[src/rtl/cssfd_pkg.sv]
// Constants and types shared by the serial slave channel
package cssfd_pkg;

   //**********************************************
   // Bus
   //**********************************************
   localparam int         APB_AW      = 8;
   localparam int         APB_DW      = 32;
   localparam int         DATA_W      = 8;

   //**********************************************
   // Register offsets
   //**********************************************
   localparam logic [7:0] ADDR_DATA   = 8'h00;
   localparam logic [7:0] ADDR_MODE   = 8'h04;
   localparam logic [7:0] ADDR_CFG    = 8'h08;
   localparam logic [7:0] ADDR_STAT   = 8'h0C;
   localparam logic [7:0] ADDR_FCLR   = 8'h10;
   localparam logic [7:0] ADDR_CTRL   = 8'h14;
   localparam logic [7:0] ADDR_COUNT  = 8'h18;
   localparam logic [7:0] ADDR_ISTAT  = 8'h1C;
   localparam logic [7:0] ADDR_IMASK  = 8'h20;

   //**********************************************
   // Field positions
   //**********************************************
   localparam int         MODE_ISEL   = 0;
   localparam int         CFG_DAP     = 0;
   localparam int         CFG_CKP     = 1;
   localparam int         CFG_LSB     = 2;
   localparam int         CFG_LEN8    = 3;
   localparam int         STAT_OVF    = 0;
   localparam int         STAT_BFF    = 1;
   localparam int         STAT_BUSY   = 2;
   localparam int         STAT_RUN    = 3;
   localparam int         FCLR_OVF    = 0;
   localparam int         CTRL_START  = 0;
   localparam int         CTRL_STOP   = 1;
   localparam int         CTRL_PCE    = 2;
   localparam int         CTRL_RUN    = 3;
   localparam int         IRQ_CH      = 0;
   localparam int         IRQ_OVF     = 1;

   //**********************************************
   // Reset values and frame lengths
   //**********************************************
   localparam logic [3:0] CFG_RST     = 4'h8;
   localparam logic       MODE_RST    = 1'b0;
   localparam logic       PCE_RST     = 1'b0;
   localparam logic [1:0] IMASK_RST   = 2'h0;
   localparam logic [3:0] LEN8_BITS   = 4'h8;
   localparam logic [3:0] LEN7_BITS   = 4'h7;

   //**********************************************
   // Timing
   //**********************************************
   localparam int         CLK_NS      = 5;
   localparam int         QUIET_NS    = 1000;
   localparam logic [7:0] QUIET_CYC   = 8'(QUIET_NS / CLK_NS);
   localparam int         MCK_PER_SCK = 6;

   typedef enum logic [1:0] {
      ST_STOP  = 2'b00,
      ST_RUN   = 2'b01,
      ST_OFF   = 2'b11,
      ST_DRAIN = 2'b10
   } cssfd_state_t;

endpackage : cssfd_pkg

[src/rtl/cssfd_shift_if.sv]
// Signals between channel control and shift engine
interface cssfd_shift_if;
   logic       clr;
   logic       load;
   logic [7:0] load_data;
   logic       out_edge;
   logic       smp_edge;
   logic       si;
   logic       dap;
   logic       len8;
   logic       lsb;
   logic       so;
   logic       done;
   logic [7:0] rx_data;
   logic       busy;

   modport ctl (
      output clr, load, load_data, out_edge, smp_edge, si, dap, len8, lsb,
      input  so, done, rx_data, busy
   );
   modport eng (
      input  clr, load, load_data, out_edge, smp_edge, si, dap, len8, lsb,
      output so, done, rx_data, busy
   );
endinterface : cssfd_shift_if

[src/rtl/cssfd_sync.sv]
// Three stage pin synchroniser with agreement filter and edge pulses
module cssfd_sync #(
   parameter logic RST_LVL = 1'b1
) (
   input  wire logic i_clk,
   input  wire logic i_arst_n,
   input  wire logic i_pin,
   output logic      o_lvl,
   output logic      o_rise,
   output logic      o_fall
);
   logic [2:0] ff_r;
   logic       lvl_r;
   logic       lvl_nxt;
   logic       rise_r;
   logic       fall_r;

   assign lvl_nxt = (ff_r[1] == ff_r[2]) ? ff_r[2] : lvl_r;
   assign o_lvl   = lvl_r;
   assign o_rise  = rise_r;
   assign o_fall  = fall_r;

   always_ff @(posedge i_clk or negedge i_arst_n) begin
      if (!i_arst_n) begin
         ff_r   <= {3{RST_LVL}};
         lvl_r  <= RST_LVL;
         rise_r <= 1'b0;
         fall_r <= 1'b0;
      end else begin
         ff_r   <= {ff_r[1:0], i_pin};
         lvl_r  <= lvl_nxt;
         rise_r <= lvl_nxt & ~lvl_r;
         fall_r <= ~lvl_nxt & lvl_r;
      end
   end
endmodule : cssfd_sync

[src/rtl/cssfd_shift.sv]
// Shift engine: transmit and receive shift registers with bit counter
module cssfd_shift (
   input  wire logic    i_clk,
   input  wire logic    i_arst_n,
   cssfd_shift_if.eng   sif
);
   import cssfd_pkg::*;

   logic [7:0] tx_sh_r;
   logic [7:0] rx_sh_r;
   logic [3:0] cnt_r;
   logic       started_r;
   logic       so_r;
   logic       done_r;
   logic [7:0] rx_data_r;
   logic [7:0] rx_nxt;
   logic [3:0] last_cnt;
   logic       out_ok;
   logic       first_out;

   function automatic logic cur_bit(logic [7:0] v, logic len8, logic lsb);
      cur_bit = lsb ? v[0] : (len8 ? v[7] : v[6]);
   endfunction : cur_bit

   function automatic logic [7:0] shift(logic [7:0] v, logic lsb);
      shift = lsb ? {1'b0, v[7:1]} : {v[6:0], 1'b0};
   endfunction : shift

   assign last_cnt  = sif.len8 ? LEN8_BITS - 4'h1 : LEN7_BITS - 4'h1;
   assign first_out = (cnt_r == 4'h0) && !started_r;
   assign out_ok    = sif.out_edge && !(sif.dap && first_out);
   assign rx_nxt    = sif.lsb ? {sif.si, rx_sh_r[7:1]}
                              : {rx_sh_r[6:0], sif.si};
   assign sif.so      = so_r;
   assign sif.done    = done_r;
   assign sif.rx_data = rx_data_r;
   assign sif.busy    = (cnt_r != 4'h0) || started_r;

   always_ff @(posedge i_clk or negedge i_arst_n) begin
      if (!i_arst_n) begin
         tx_sh_r   <= 8'h00;
         rx_sh_r   <= 8'h00;
         cnt_r     <= 4'h0;
         started_r <= 1'b0;
         so_r      <= 1'b1;
         done_r    <= 1'b0;
         rx_data_r <= 8'h00;
      end else if (sif.clr) begin
         tx_sh_r   <= 8'h00;
         cnt_r     <= 4'h0;
         started_r <= 1'b0;
         so_r      <= 1'b1;
         done_r    <= 1'b0;
      end else begin
         done_r <= 1'b0;
         if (sif.load && sif.dap) begin
            so_r    <= cur_bit(sif.load_data, sif.len8, sif.lsb);
            tx_sh_r <= shift(sif.load_data, sif.lsb);
         end else if (sif.load) begin
            tx_sh_r <= sif.load_data;
         end else if (out_ok) begin
            so_r      <= cur_bit(tx_sh_r, sif.len8, sif.lsb);
            tx_sh_r   <= shift(tx_sh_r, sif.lsb);
            started_r <= 1'b1;
         end
         if (sif.smp_edge && cnt_r == last_cnt) begin
            cnt_r     <= 4'h0;
            started_r <= 1'b0;
            done_r    <= 1'b1;
            rx_data_r <= sif.len8 ? rx_nxt
                       : {1'b0, sif.lsb ? rx_nxt[7:1] : rx_nxt[6:0]};
         end else if (sif.smp_edge) begin
            cnt_r     <= cnt_r + 4'h1;
            started_r <= 1'b1;
            rx_sh_r   <= rx_nxt;
         end
      end
   end
endmodule : cssfd_shift

[src/rtl/cssfd_top.sv]
// Clocked serial slave channel, full duplex, with APB registers
//
// Functional notes
// - Interrupt select picks transfer-end or buffer-empty
// - Overrun is the only receive error flag
// - Shift clock synchronised and sampled internally
// - Data phase: first bit at edge or earlier
// - Polarity bit inverts the incoming shift clock
// - First transmit byte loaded before clocking starts
// - Write while buffer full overwrites pending byte
// - Data read while transmit pending returns it
// - Interrupt select writable while running
// - Clock enable set: wait quiet, then reinitialise
// - Data register low byte is the data port
// - First buffer-empty interrupt precedes any reception
// - Count logic drops then restores interrupt select
// - Stop trigger write halts the channel
// - Data read clears the buffer full flag
// - Flag clear write clears the overrun flag
//
// Register access over APB and the address map were left to the implementer.
module cssfd_top (
   input  wire logic                            I_REF_CLK,
   input  wire logic                            I_ARST_N,
   input  wire logic                            I_PSEL,
   input  wire logic                            I_PENABLE,
   input  wire logic                            I_PWRITE,
   input  wire logic [cssfd_pkg::APB_AW-1:0]    I_PADDR,
   input  wire logic [cssfd_pkg::APB_DW-1:0]    I_PWDATA,
   output logic      [cssfd_pkg::APB_DW-1:0]    O_PRDATA,
   output logic                                 O_PREADY,
   output logic                                 O_PSLVERR,
   input  wire logic                            I_SHIFT_CLOCK_PIN,
   input  wire logic                            I_SERIAL_IN_PIN,
   output logic                                 O_SERIAL_OUT_PIN,
   output logic                                 O_CHANNEL_IRQ
);
   import cssfd_pkg::*;

   //**********************************************
   // Declarations
   //**********************************************
   cssfd_shift_if sif ();

   cssfd_state_t state_r;
   cssfd_state_t state_nxt;
   logic [3:0]   cfg_r;
   logic         md_r;
   logic         md_nxt;
   logic         restore_r;
   logic         restore_nxt;
   logic [7:0]   count_r;
   logic [7:0]   count_nxt;
   logic         pce_r;
   logic [7:0]   tx_buf_r;
   logic         tx_full_r;
   logic [7:0]   rx_buf_r;
   logic         rx_full_r;
   logic         ovf_r;
   logic [1:0]   ist_r;
   logic [1:0]   imask_r;
   logic [7:0]   quiet_r;
   logic [31:0]  prdata_r;
   logic         pready_r;
   logic         pslverr_r;
   logic         irq_r;

   logic         sck_lvl;
   logic         sck_rise;
   logic         sck_fall;
   logic         si_lvl;
   logic         lead;
   logic         trail;
   logic         running;

   logic         setup;
   logic         acc;
   logic         wr;
   logic         rd;
   logic         hit_data;
   logic         hit_mode;
   logic         hit_cfg;
   logic         hit_stat;
   logic         hit_fclr;
   logic         hit_ctrl;
   logic         hit_count;
   logic         hit_istat;
   logic         hit_imask;
   logic         mapped;
   logic [31:0]  rd_val;
   logic         wr_data;
   logic         rd_data;
   logic         start_wr;
   logic         stop_wr;
   logic         ovf_clr;
   logic [1:0]   ist_clr;
   logic         load;
   logic         done;
   logic         ch_ev;
   logic         ov_ev;
   logic         quiet;
   logic         reinit;

   //**********************************************
   // Pin synchronisers
   //**********************************************
   cssfd_sync #(.RST_LVL(1'b1)) u_sck_sync (
      .i_clk    (I_REF_CLK),
      .i_arst_n (I_ARST_N),
      .i_pin    (I_SHIFT_CLOCK_PIN),
      .o_lvl    (sck_lvl),
      .o_rise   (sck_rise),
      .o_fall   (sck_fall)
   );

   cssfd_sync #(.RST_LVL(1'b1)) u_si_sync (
      .i_clk    (I_REF_CLK),
      .i_arst_n (I_ARST_N),
      .i_pin    (I_SERIAL_IN_PIN),
      .o_lvl    (si_lvl),
      .o_rise   (),
      .o_fall   ()
   );

   //**********************************************
   // Shift engine
   //**********************************************
   cssfd_shift u_shift (
      .i_clk    (I_REF_CLK),
      .i_arst_n (I_ARST_N),
      .sif      (sif.eng)
   );

   // Edges only count while running; the master alone makes them
   assign running   = (state_r == ST_RUN);
   assign lead      = cfg_r[CFG_CKP] ? sck_rise : sck_fall;
   assign trail     = cfg_r[CFG_CKP] ? sck_fall : sck_rise;
   assign sif.out_edge  = running && (cfg_r[CFG_DAP] ? trail : lead);
   assign sif.smp_edge  = running && (cfg_r[CFG_DAP] ? lead : trail);
   assign sif.si        = si_lvl;
   assign sif.dap       = cfg_r[CFG_DAP];
   assign sif.len8      = cfg_r[CFG_LEN8];
   assign sif.lsb       = cfg_r[CFG_LSB];
   assign sif.load      = load;
   assign sif.load_data = tx_buf_r;
   assign sif.clr       = reinit || stop_wr;
   assign done          = sif.done;

   // Pending byte moves to the shifter before the master clocks
   assign load  = running && tx_full_r && !sif.busy;

   //**********************************************
   // APB decode
   //**********************************************
   assign setup     = I_PSEL && !I_PENABLE;
   assign acc       = I_PSEL && I_PENABLE && pready_r;
   assign wr        = acc && I_PWRITE;
   assign rd        = acc && !I_PWRITE;
   assign hit_data  = (I_PADDR == ADDR_DATA);
   assign hit_mode  = (I_PADDR == ADDR_MODE);
   assign hit_cfg   = (I_PADDR == ADDR_CFG);
   assign hit_stat  = (I_PADDR == ADDR_STAT);
   assign hit_fclr  = (I_PADDR == ADDR_FCLR);
   assign hit_ctrl  = (I_PADDR == ADDR_CTRL);
   assign hit_count = (I_PADDR == ADDR_COUNT);
   assign hit_istat = (I_PADDR == ADDR_ISTAT);
   assign hit_imask = (I_PADDR == ADDR_IMASK);
   assign mapped    = hit_data | hit_mode | hit_cfg | hit_stat | hit_fclr
                    | hit_ctrl | hit_count | hit_istat | hit_imask;
   assign wr_data   = wr && hit_data;
   assign rd_data   = rd && hit_data;
   assign start_wr  = wr && hit_ctrl && I_PWDATA[CTRL_START];
   assign stop_wr   = wr && hit_ctrl && I_PWDATA[CTRL_STOP];
   assign ovf_clr   = wr && hit_fclr && I_PWDATA[FCLR_OVF];
   assign ist_clr   = (wr && hit_istat) ? I_PWDATA[1:0] : 2'h0;

   // Data read shows a pending transmit byte, else received byte
   assign rd_val =
        hit_data  ? {24'h000000, tx_full_r ? tx_buf_r : rx_buf_r}
      : hit_mode  ? {31'h00000000, md_r}
      : hit_cfg   ? {28'h0000000, cfg_r}
      : hit_stat  ? {28'h0000000, running, sif.busy,
                     tx_full_r | rx_full_r, ovf_r}
      : hit_ctrl  ? {28'h0000000, running, pce_r, 2'h0}
      : hit_count ? {24'h000000, count_r}
      : hit_istat ? {30'h00000000, ist_r}
      : hit_imask ? {30'h00000000, imask_r}
      : 32'h00000000;

   //**********************************************
   // Events
   //**********************************************
   assign ch_ev = (done && !md_r) || (load && md_r);
   assign ov_ev = done && rx_full_r;

   //**********************************************
   // Interrupt select and count
   //**********************************************
   always_comb begin
      md_nxt      = md_r;
      restore_nxt = restore_r;
      count_nxt   = count_r;
      if (load && count_r != 8'h00) begin
         count_nxt = count_r - 8'h01;
         if (count_r == 8'h02 && md_r) begin
            md_nxt      = 1'b0;
            restore_nxt = 1'b1;
         end
      end
      if (done && count_r == 8'h00 && restore_r) begin
         md_nxt      = 1'b1;
         restore_nxt = 1'b0;
      end
      if (wr && hit_count) begin
         count_nxt = I_PWDATA[7:0];
      end
      if (wr && hit_mode) begin
         md_nxt      = I_PWDATA[MODE_ISEL];
         restore_nxt = 1'b0;
      end
   end

   //**********************************************
   // Channel state
   //**********************************************
   assign quiet  = (quiet_r == QUIET_CYC);
   assign reinit = (state_r == ST_DRAIN) && quiet;

   always_comb begin
      state_nxt = state_r;
      case (state_r)
         ST_STOP: begin
            if (start_wr && !stop_wr) begin
               state_nxt = ST_RUN;
            end
         end
         ST_RUN: begin
            if (stop_wr) begin
               state_nxt = ST_STOP;
            end
         end
         ST_OFF: begin
            if (pce_r) begin
               state_nxt = ST_DRAIN;
            end
         end
         ST_DRAIN: begin
            if (reinit) begin
               state_nxt = ST_STOP;
            end
         end
         default: state_nxt = ST_STOP;
      endcase
      if (!pce_r) begin
         state_nxt = ST_OFF;
      end
   end

   //**********************************************
   // Registers
   //**********************************************
   always_ff @(posedge I_REF_CLK or negedge I_ARST_N) begin
      if (!I_ARST_N) begin
         state_r   <= ST_OFF;
         cfg_r     <= CFG_RST;
         md_r      <= MODE_RST;
         restore_r <= 1'b0;
         count_r   <= 8'h00;
         pce_r     <= PCE_RST;
         imask_r   <= IMASK_RST;
         quiet_r   <= 8'h00;
      end else begin
         state_r   <= state_nxt;
         md_r      <= md_nxt;
         restore_r <= restore_nxt;
         count_r   <= count_nxt;
         quiet_r   <= (sck_rise || sck_fall) ? 8'h00
                    : quiet ? quiet_r : quiet_r + 8'h01;
         if (wr && hit_cfg) begin
            cfg_r <= I_PWDATA[3:0];
         end
         if (wr && hit_ctrl) begin
            pce_r <= I_PWDATA[CTRL_PCE];
         end
         if (wr && hit_imask) begin
            imask_r <= I_PWDATA[1:0];
         end
      end
   end

   // Data buffers and flags; a set in the clearing cycle wins
   always_ff @(posedge I_REF_CLK or negedge I_ARST_N) begin
      if (!I_ARST_N) begin
         tx_buf_r  <= 8'h00;
         tx_full_r <= 1'b0;
         rx_buf_r  <= 8'h00;
         rx_full_r <= 1'b0;
         ovf_r     <= 1'b0;
      end else if (reinit) begin
         tx_full_r <= 1'b0;
         rx_full_r <= 1'b0;
         ovf_r     <= 1'b0;
      end else begin
         tx_buf_r  <= wr_data ? I_PWDATA[7:0] : tx_buf_r;
         tx_full_r <= wr_data || (tx_full_r && !load);
         rx_buf_r  <= done ? sif.rx_data : rx_buf_r;
         rx_full_r <= done || (rx_full_r && !rd_data);
         ovf_r     <= ov_ev || (ovf_r && !ovf_clr);
      end
   end

   //**********************************************
   // Interrupt and bus answer
   //**********************************************
   always_ff @(posedge I_REF_CLK or negedge I_ARST_N) begin
      if (!I_ARST_N) begin
         ist_r     <= 2'h0;
         irq_r     <= 1'b0;
         prdata_r  <= 32'h00000000;
         pready_r  <= 1'b0;
         pslverr_r <= 1'b0;
      end else begin
         ist_r     <= {ov_ev, ch_ev} | (ist_r & ~ist_clr);
         irq_r     <= |(ist_r & imask_r);
         pready_r  <= setup;
         pslverr_r <= setup && !mapped;
         prdata_r  <= (setup && !I_PWRITE) ? rd_val : 32'h00000000;
      end
   end

   assign O_PRDATA         = prdata_r;
   assign O_PREADY         = pready_r;
   assign O_PSLVERR        = pslverr_r;
   assign O_SERIAL_OUT_PIN = sif.so;
   assign O_CHANNEL_IRQ    = irq_r;

endmodule : cssfd_top

[config.mk]
export PLATFORM = sky130hd
export DESIGN_NAME = cssfd_top
export DESIGN_NICKNAME = d
export VERILOG_FILES = /design/src/rtl/cssfd_pkg.sv /design/src/rtl/cssfd_shift_if.sv /design/src/rtl/cssfd_sync.sv /design/src/rtl/cssfd_shift.sv /design/src/rtl/cssfd_top.sv
export SDC_FILE = /design/constraint.sdc
export NUM_CORES = 1
export LEC_CHECK = 0
export ABC_CLOCK_PERIOD_IN_PS = 3200
export BUFFER_PORTS_ARGS = -buffer_cell sky130_fd_sc_hd__buf_2
export CAP_MARGIN = 20
export CORE_MARGIN = 1
export CORE_UTILIZATION = 45
export DETAILED_ROUTE_END_ITERATION = 10
export GPL_TIMING_DRIVEN = 0
export PLACE_DENSITY = 0.65
export SYNTH_ARGS = -nofsm -noshare
export SYNTH_HDL_FRONTEND = slang
export SYNTH_SLANG_ARGS = --single-unit
[constraint.sdc]
create_clock -name I_REF_CLK -period 3.2 [get_ports I_REF_CLK]
set_input_delay 0.48 -clock I_REF_CLK [delete_from_list [all_inputs] [get_ports I_REF_CLK]]
set_output_delay 0.48 -clock I_REF_CLK [all_outputs]
set_load 0.005 [all_outputs]
* After elaboration in Yosys (flattened, before gate mapping)
Cells that the tools add are included.
** Storage, ports and cells
- Bits of input ports :: 47
- Output and inout port bits :: 36
- Register bits :: 100
- Word-level logic and storage cells :: 222
** Cells by class
- Multiplexer cells :: 65
- Bitwise gates (word level) :: 20
- $add $sub $neg :: 3
- Equal/unequal tests :: 23
- Reductions and logical operators :: 80
** Operators with widths (number)
- 2-to-1 mux 8 bit :: 20
- logical AND 1 bit :: 40
- 2-to-1 mux 1 bit :: 33
- == test 8 x 5 -> 1 bit (second input constant) :: 4
- == test 8 x 4 -> 1 bit (second input constant) :: 2
- logical NOT 8 bit :: 2
- 2-to-1 mux 2 bit :: 7
- 2-to-1 mux 4 bit :: 3
- nonzero test 3 bit :: 4
- nonzero test 4 bit :: 3
- logical NOT 1 bit :: 11
- AND reduction 2 bit :: 5
- bitwise OR 1 bit :: 9
- AND reduction 3 bit :: 3
- adder 8 x 1 -> 8 bit (second input constant) :: 1
- == test 8 x 2 -> 1 bit (second input constant) :: 1
- == test 8 x 3 -> 1 bit (second input constant) :: 1
- == test 8 x 6 -> 1 bit (second input constant) :: 1
- == test 8 bit (second input constant) :: 1
- case mux 2 bit (4 select lines) :: 1
- nonzero test 8 bit :: 1
- subtractor 8 x 1 -> 8 bit (second input constant) :: 1
- logical OR 1 bit :: 7
- 2-to-1 mux 7 bit :: 1
- other kinds (19) :: 29

* Logic depth before layout (Yosys ltp)
Gate-level depths: netlist of run 1.
- Depth in word-level cells :: 11
- Gate-level depth with buffers :: 9
- Mapped depth without buffers :: 7

* Modules after synthesis
A second synthesis of run 1 with hierarchy kept.
** Unflattened totals
- Cells, all modules :: 537
- Area total of the unflattened synthesis :: 5696.7 µm²
** Modules (own cells, without submodules)
- cssfd_top :: times used 1, sequential area each 1480.2 µm², cells an instance 325, area each 3415.8 µm²
- cssfd_shift :: times used 1, sequential area each 777.0 µm², cells an instance 194, area each 1913.1 µm²
- cssfd_sync :: times used 2, sequential area each 155.1 µm², cells an instance 9, area each 183.9 µm²

* Least setup slack after synthesis of run 1
OpenSTA, ideal clock, no wires.
- Path kind :: flip-flop to flip-flop
- Start :: register u_shift.cnt_r[0]
- End :: register count_r[7]
- Path buffers :: 2
- Setup slack :: 0.864 ns
- Clock period less this slack :: 2.336 ns
- Stages on the path, launching flop included :: 9
- Arrival :: 2.254 ns
- Required time :: 3.118 ns
- Library setup time :: 0.082 ns
- Cells stage by stage :: dfrtp_1 -> inv_1 -> ha_1 -> or4b_1 -> buf_2 -> a311o_1 -> buf_6 -> or4_1 -> a31oi_1
** On the way
- Cells in the longest elaborated chain, start to end :: 6
** Ends and longest elaborated chain
- from (decl) :: RTL line cssfd_shift.sv:11 : logic [3:0] cnt_r;
- from (signal assigned) :: RTL line cssfd_shift.sv:73 : cnt_r <= cnt_r + 4'h1;
- nonzero test 4 bit :: RTL line cssfd_shift.sv:37 : assign sif.busy = (cnt_r != 4'h0) || started_r;
- logical OR 1 bit :: RTL line cssfd_shift.sv:37
- logical NOT 1 bit :: RTL line cssfd_top.sv:150 : assign load = running && tx_full_r && !sif.busy;
- logical AND 1 bit :: RTL line cssfd_top.sv:150
- logical AND 1 bit :: RTL line cssfd_top.sv:203 : if (load && count_r != 8'h00) begin
- nonzero test 2 bit (no line)
- to (signal assigned) :: RTL line cssfd_top.sv:276 : count_r <= count_nxt;
- to (decl) :: RTL line cssfd_top.sv:52 : logic [7:0] count_r;
Every way passes these cells.
A chain may end at the register's enable or synchronous reset.

* Worst setup path in the final report of run 1
- Start :: input I_PADDR[4] in the netlist's numbering
- End :: register tx_buf_r[7], in the netlist sif.load_data[7]
** On the way
- Cells in the longest elaborated chain, start to end :: 3
** Ends and longest elaborated chain
- from (decl) :: RTL line cssfd_top.sv:28 : input wire logic [cssfd_pkg::APB_AW-1:0] I_PADDR,
- logical NOT 8 bit :: RTL line cssfd_top.sv:159 : assign hit_data = (I_PADDR == ADDR_DATA);
- logical AND 1 bit :: RTL line cssfd_top.sv:170 : assign wr_data = wr && hit_data;
- AND reduction 2 bit (no line)
- to (signal assigned) :: RTL line cssfd_top.sv:304 : tx_buf_r <= wr_data ? I_PWDATA[7:0] : tx_buf_r;
- to (decl) :: RTL line cssfd_top.sv:55 : logic [7:0] tx_buf_r;
Every way passes these cells.

==> results of run 1 <==
## cell type report
cell class | instances | share of cell area
buffer | 51 | 0.0461
clock buffer | 10 | 0.0379
clock inverter | 6 | 0.0123
inverter | 13 | 0.00775
multi-input combinational | 402 | 0.435
sequential | 100 | 0.400
tap | 147 | 0.0292
timing repair buffer | 35 | 0.0318
## state kept, by name (all words and copies together), names as in the netlist, 2 cells and up
signal               count
u_shift.tx_sh_r          8
ist_r                    2
imask_r                  2
O_PRDATA                 8
state_r                  2
u_shift.sif.rx_data      8
rx_buf_r                 8
u_shift.cnt_r            4
count_r                  8
u_shift.rx_sh_r          8
sif.load_data            8
u_si_sync.ff_r           3
quiet_r                  8
u_sck_sync.ff_r          3
cfg_r                    4
## worst max-delay path by stage
| stage | start | end | slack (ps) | cells past startpoint |
|---|---|---|---|---|
| global placement | I_PADDR[4] | sif.load_data[4] | 280 | 8 |
| global route | u_shift.cnt_r[0] | u_shift.tx_sh_r[5] | 420 | 9 |
| CTS | u_shift.cnt_r[0] | u_shift.tx_sh_r[6] | 600 | 8 |
| floorplan | u_shift.cnt_r[0] | count_r[7] | 860 | 8 |
| detailed placement | I_PADDR[4] | sif.load_data[7] | 290 | 8 |
| finish | I_PADDR[4] | sif.load_data[7] | 620 | 8 |
## per-stage QoR
step	hold slack, ps	util
after floorplan	184	-
after global placement	346	0.497
after detailed placement	347	0.500
after CTS	181	0.526
after global routing	197	0.527
final	162	0.527
## routing by layer
layer | wire length (µm) | up-vias | track usage
met5 | 0 | - | 0
met3 | 669 | 9 | 0.0535
met2 | 6160 | 111 | 0.342
met1 | 6160 | 2119 | 0.309
li1 | - | 2033 | -
met4 | 100 | 0 | 0.0489
## power breakdown
group | internal, mW | leakage (nW) | switching, mW
Combinational | 0.0845 | 1.39 | 0.109
Sequential | 1.30 | 1.30 | 0.0359
Clock | 0.643 | 0.153 | 0.523
Total | 2.03 | 2.84 | 0.668
## layout by cell type (no fill, tap or decap), drive strengths merged, types with 7 or more instances in the layout
cell type  Yosys  final
a21oi         34     34
a22o          11     11
a22oi          7      7
buf           31     65
clkbuf        20     31
conb           1     24
dfrtp         88     88
dfstp         12     12
ha             7      7
inv           13     16
mux2          54     54
mux2i         28     28
nand2         36     36
nand2b        13     13
nand3         10     10
nand4          9      9
nor2          48     48
nor3          11     11
o21ai         25     25
xnor2          7      7
## cells by family (layout without fill, tap and decap cells)
family | after synthesis | count (layout) | share of synthesized area
and+or+nand+nor | 169 | 169 | 0.159
AOI/OAI and AO/OA | 105 | 105 | 0.121
DFF | 100 | 100 | 0.457
muxes | 82 | 82 | 0.161
buffers and inverters | 64 | 115 | 0.0615
xor gates and xnor gates | 13 | 13 | 0.0207
adders and majority gates | 9 | 9 | 0.0195
other | 1 | 24 | 0.000680
==> results summary, run 1 <==
The flow ran to the end, and the final reports show no timing, DRC or antenna violations. The total die area is 12,700 µm². Setup repair after global routing left no endpoint under its margin. Static timing analysis puts the maximum clock frequency at 387 MHz. Data on the critical path is required at its endpoint by 3440 ps.

The cell type of the slowest stage on the worst timing path is nor3_2. For this run, the leading register cell type out of synthesis is dfrtp_1. The routed design has 13.1 mm of wire.

The via count of the first global-routing pass is 4,063. The worst setup path is launched from an input port. The detailed placer's ending HPWL came out at 9.45 mm. The detailed-route vias per instance came out at 5.59. The number of endpoints failing setup at the final stage is 0. The largest single stage delay on the critical path is 670 ps. The number of antenna violations at the first check in global routing is 0. The critical path is of the input port to flop type. The critical path data arrival time came out at 2830 ps. Counting both buffers and inverters, the worst setup path holds a total of 4.

The portion of the post-synthesis area used by sequential elements is 0.457. The final worst-path cycle share is 0.808. Counting distinct cell types in the post-synthesis netlist gives 58. The clock input transition at the sequential cells of the worst setup and hold paths is 70 ps. The die height came out at 113 µm.

The routed layout has 4,272 vias. The region available for standard cell placement spans 12,000 µm². The max-slew headroom at the worst pin came out at 0.395. The final design instance area without fill is 6300 µm². The clock latency reported for the late side of the worst-skew pair is 360 ps. The detailed router's first-iteration violation count came out at 310. The synthesized design contains 0 enable-type register cells. The final number of hold-violating endpoints is 0. The total CTS buffers is 9.

In this run the power density over the cells is 428 nW/µm². Yosys instantiated no cell more often than dfrtp_1. The cell seen most often among critical-path stages is clkbuf_1. The endpoint identified for the worst register-to-register timing path is u_shift.tx_sh_r[6]. Of all cell types, the one taking the most synthesized area is dfrtp_1. The synthesis-stage register bit count is 100.

The placement-stage worst setup slack came out at 286 ps. The all-layer global routing usage came out at 0.219. After the flow finishes, the layout carries non-filler instances totaling 764.

In this run the core area contains 40 standard-cell rows. The count of nets after finishing came out at 666. Broken down by cell family, the worst path's largest delay share belongs to simple AND/OR/NAND/NOR gates. At the pin with the least slew margin, the transition time is 899 ps. After filler insertion, the fill cell instance count of the layout stands at 1,110.

Registers take 2520 µm². The classification of the worst-slack hold path is input port to asynchronous set/reset pin. In the synthesized netlist, the cells that appear most often are dfrtp_1 (88), mux2_2 (52), nor2_1 (48), nand2_1 (36), a21oi_1 (34). In this run the remaining antenna-violating nets after routing total 0. The maximum ir drop on the vdd rail is 0.358 mV. The starting density of the core came out at 0.461. The total power of the final layout is 2.70 mW. The largest net degree at the start of global routing is 53.

The first detailed-routing pass took 5 iterations. The reported leakage power is 2.84 nW. After routing, the total negative slack on setup checks comes to 0 ps. The H-tree depth is 3.

During I/O placement, the number of pins put on the boundary was 83. The count of placed standard cells including taps came out at 747. The count of maximum capacitance violations is 0. The count of hold buffers inserted by post-cts repair is 0. The clock sink count came out at 100. The worst setup path is captured at a flop. The number of standard cells after synthesis is 543.

The count of antenna diodes in the layout is 0. The count of buffers inserted at the top-level ports came out at 33. Summing every instance area after synthesis gives 5510 µm². TritonCTS built the clock tree. The length in cells of the worst reg-to-reg path came out at 8.

For the finished layout, the period the worst path requires is 2580 ps. The average footprint of a synthesized cell came out at 10.2 µm². The largest driver fanout on the critical path is 10.

The top-area cell type share of the netlist area is 0.399. Dividing the detail-routed wire length by the instance count gives 17.1 µm. The placed instances occupy a cell area of 5980 µm². The number of warnings issued by yosys came out at 0. The floorplan die width came out at 113 µm.

In the routed design, unresolved DRC markers number 0. The longest clock path from root to sink contains 2 buffers. The startpoint identified for the worst register-to-register timing path is u_shift.cnt_r[0]. The final weighted congestion in routability-driven placement came out at 0.908. Summing all multi-input logic gate instances after layout gives 2740 µm². The setup clock skew after layout is 10.3 ps. The flop-to-flop setup slack is 620 ps. CTS placed an instance of clkbuf_16 at the clock tree root. The worst path meets setup with 615 ps of slack. In the post-synthesis netlist, the biggest area contributors are dfrtp_1 (40%), mux2_2 (11%), dfstp_2 (5.7%). Traced cell by cell, the critical path runs through buf_2 > clkbuf_1 > nor3_1 > and3_1 > clkbuf_1 > inv_1 > nor3_2 > mux2_2. The remaining global-route overflow came out at 0. After synthesis, the share of flip-flops with an asynchronous set or reset is 1.00. The number of max-slew violations in the final report came out at 0. The fraction of layout instances using a drive strength above 1 came out at 0.238. Gates resized during post-CTS repair numbered 0. Relative to the synthesized area, the layout overhead comes to 14.3%. The number of setup buffers added after CTS came out at 0. The wire length of the first global-routing pass is 21.4 mm.
Power figures use the tool's default switching activity.
==> run 2, diff against run 1 <==
--- a/config.mk
+++ b/config.mk
@@ -5,7 +5,8 @@
 export SDC_FILE = /design/constraint.sdc
 export NUM_CORES = 1
 export LEC_CHECK = 0
-export ABC_CLOCK_PERIOD_IN_PS = 3200
+export ABC_AREA = 1
+export ABC_CLOCK_PERIOD_IN_PS = 2400
 export BUFFER_PORTS_ARGS = -buffer_cell sky130_fd_sc_hd__buf_2
 export CAP_MARGIN = 20
 export CORE_MARGIN = 1
==> constraint.sdc (replaced) <==
create_clock -name I_REF_CLK -period 2.4 [get_ports I_REF_CLK]
set_input_delay 0.36 -clock I_REF_CLK [delete_from_list [all_inputs] [get_ports I_REF_CLK]]
set_output_delay 0.36 -clock I_REF_CLK [all_outputs]
set_load 0.005 [all_outputs]
==> results summary, run 2 <==
The clock share of power is 0.435. Max-cap violations in this run came to 0. Of the total synthesized cell area, the portion taken by AND, OR, NAND and NOR gates is 0.322. The largest driver fanout on the critical path is 4. Across every metal layer, demand over resource in global routing totals 0.228.

Leaving out filler cells and counting taps, the final layout contains 997. The clock tree buffer depth is 2. The combinational family with the most area after synthesis is simple AND/OR/NAND/NOR gates. The area growth from synthesis to layout is 14.2%.

The wire length on met1 came out at 6.41 mm. The maximum ir drop on the vdd rail came out at 0.554 mV. The floorplan core area came out at 12,200 µm². The register share of total power came out at 0.494. The net load switching power is 0.811 mW. For the worst setup path, the data arrival time is 2230 ps. For this design, the slowest cell found on the critical path is dfrtp_1. The wire length of the first global-routing pass is 23.1 mm. Leaving out fill and tap cells, the most frequent cell in the layout is nand2_1.

The final wirelength came out at 14.1 mm. The remaining antenna violation count after routing came out at 0. CTS built an H-tree with a depth of 3. Setup repair after global routing left no endpoint under its margin. The flow ran to the end, and the final reports show no timing, DRC or antenna violations. The share of synthesized area in the top cell type comes to 0.383. CTS saw 100 sinks. Summed over all instances, the cell type with the most area after synthesis is dfrtp_1. After synthesis, the most frequently instantiated cells are nand2_1 (226), dfrtp_1 (88), nand3_1 (74), inv_1 (68), nor2_1 (51). Measured along the y axis, the die boundary spans 115 µm. The total die area is 13,200 µm². By startpoint and endpoint, the worst setup path is classified as flop to flop. The setup check on the worst reg-to-reg path leaves a slack of 410 ps.

Dividing the detail-routed via count by the number of cells gives 5.09. After detailed placement, the design holds a cell count of 981. The setup TNS is 0 ps. The worst register-to-register path begins at u_shift.cnt_r[0]. The number of different library cells used by synthesis comes to 42.

The final route contains 5,072 vias. The reported leakage power came out at 3.41 nW. The buffer type at the clock tree root is clkbuf_16.

The number of max-slew violations in the final report came out at 0. The DRC violations left is 0. The required arrival time at the worst endpoint is 2640 ps. The total CTS buffers is 9. The final design instance area without fill came out at 6560 µm². Once the clock tree was built, the setup fixing pass inserted 0 buffers. The number of standard cells after synthesis is 755. The number of warnings issued by yosys came out at 0. Summed over all layers, the global routing overflow is 0. The number of antenna violations at the first check in global routing is 0. The portion of the post-synthesis area used by sequential elements is 0.438.

The critical path startpoint category is a flop. The count of buffers inserted at the top-level ports is 34. The maximum clock frequency came out at 501 MHz. 0 antenna diodes ended up in the layout. The average footprint of a synthesized cell came out at 7.61 µm². The xor/xnor cell area share of the yosys netlist came out at 0.0107. The clock input transition at the sequential cells of the worst setup and hold paths came out at 70 ps.

The number of cells on the worst reg-to-reg path is 11. The floorplan has 40 rows. Among all cell types in the netlist, the one instantiated most often is nand2_1.

The detailed placer's ending HPWL is 10.8 mm. The count of hold buffers inserted by post-cts repair is 0. The post-synthesis async set-or-reset flop share came out at 1.00. The net switching fraction of the power is 0.226. The number of top-level pins came out at 83. Of the total synthesized cell area, the portion taken by full adders, half adders and majority gates is 0.0170.

The number of optimization iterations in the first detailed-route pass is 5. The total placed instance area is 6240 µm². The final weighted congestion in routability-driven placement is 0.888.

The number of endpoints failing setup at the final stage came out at 0. The wire length on met2 came out at 6.58 mm. Counting buffers and inverters, the worst setup path is 11 cells deep. The via count of the first global-routing pass is 4,692.

The final standard cell utilization of the core is 0.537. The netlist area before placement came out at 5740 µm². The top flip-flop cell by instance count after synthesis is dfrtp_1. In this design, the critical path's most frequently occurring cell is nand2_1. The detailed router's first-iteration violation count is 367. The final number of hold-violating endpoints is 0.

The critical path contains buffers and inverters numbering 2 combined. Counting flops with a built-in enable in the synthesized netlist gives 0. The ratio of total power to cell area came out at 546 nW/µm².

In the layout the commonest cells are nand2_1 (226), dfrtp_1 (88), nand3_1 (74). The capture point of the worst reg-to-reg path is u_shift.tx_sh_r[0]. The total power of the final layout came out at 3.58 mW. The final worst-path cycle share is 0.831. Measured against the total synthesized area, the mux share comes to 0. The detailed route wirelength on metal3 came out at 907 µm.

The worst setup path is captured at a flop. For the worst-skew pair, the clock arrives at the later sink with an insertion delay of 350 ps. Walking the worst path, the cells encountered are inv_1 > ha_1 > nand2_1 > nor2_2 > nand3_1 > inv_1 > nand2_1 > nand2_1 > nand2_1 > nand3_1 > nand2_1. The highest metal layer with signal wires is met4.

The routed length per instance is 14.1 µm. After clock tree synthesis, the repair step resized 0 gates. The power share of the combinational group came out at 0.071. The starting density of the core came out at 0.470. In this run the worst hold path is classified as input port to asynchronous set/reset pin.

In this run the tightest slew margin relative to its limit is 0.559. After filler insertion, the fill cell instance count of the layout stands at 1,219. The clock arrives with 6.90 ps of skew. TritonCTS built the clock tree.

After the last flow step, the layout net total stands at 878. Of the cells placed in the final design, the portion with a size suffix greater than 1 is 0.169. The critical path's largest stage delay is 420 ps.

The largest net degree at the start of global routing came out at 52. Broken down by cell family, the worst path's largest delay share belongs to simple AND/OR/NAND/NOR gates. Counting I/O delays and the setup requirement, the final critical path takes 1990 ps. Sorting the synthesized cells by area gives the leading types as dfrtp_1 (38%), nand2_1 (15%), nand3_1 (6.4%). Internal power comes to 2.77 mW. The transition at the pin with the smallest max-transition slack came out at 662 ps.

The complex-gate fraction of the synthesized area is 0.109. The synthesis-stage register bit count came out at 100. The floorplan die width is 115 µm.
## run 2: cell count changes after synthesis, moves of 13 or more
cell / before / now
mux2i_1: 28 / 0
inv_1: 13 / 68
o21ai_0: 25 / 48
nand3_1: 10 / 74
nand2b_1: 13 / 0
mux2_2: 52 / 0
clkbuf_1: 20 / 7
nand2_1: 36 / 226
## run 2: worst max-delay path by stage
stage | start | end | slack (ps)
final | u_shift.cnt_r[0] | u_shift.tx_sh_r[0] | 410
after CTS | u_shift.cnt_r[0] | count_r[6] | 430
after detailed placement | u_shift.cnt_r[0] | u_shift.tx_sh_r[0] | 460
after floorplan | cfg_r[3] | u_shift.rx_sh_r[2] | 830
after global routing | u_shift.cnt_r[0] | count_r[6] | 260
after global placement | I_ARST_N | u_shift.rx_sh_r[3] | -70
## run 2: kinds of logic (layout without fill, tap and decap cells)
kind of cell,after synthesis,after routing
xor gates and xnor gates,7,7
DFF,100,100
other,1,24
and+or+nand+nor,407,407
buffers and inverters,121,172
AOI/OAI and AO/OA,111,111
adders and majority gates,8,8
## run 2: power by group through the flow
stage	Combinational (mW)	Clock (mW)	Sequential, mW
2_1_floorplan	0.154	0	1.79
6_report	0.255	1.56	1.77
3_5_place_dp	0.251	0	1.80
3_3_place_gp	0.238	0	1.79
4_1_cts	0.259	1.59	1.77
5_1_grt	0.294	1.65	1.77
## run 2: final cells by class
class / count / area (µm²) / share of cell area
Multi-Input combinational cell: 557 / 2730 / 0.416
Sequential cell: 100 / 2520 / 0.384
Inverter: 80 / 304 / 0.0463
Buffer: 41 / 283 / 0.0431
Clock buffer: 12 / 246 / 0.0376
Tap cell: 168 / 210 / 0.0320
Timing Repair Buffer: 35 / 200 / 0.0305
Clock inverter: 4 / 72.6 / 0.0111
## run 2: metrics by stage
step           setup slack [ps]  hold WS, ps
2_1_floorplan               827         64.4
3_3_place_gp              -69.7          351
3_5_place_dp                455          351
4_1_cts                     432         49.9
5_1_grt                     264         88.4
6_report                    405         14.7
## run 2: metal layers
layer	track usage	vias up
met5	0	-
met1	0.306	2376
met2	0.368	154
li1	-	2530
met3	0.0538	12
met4	0.0684	0
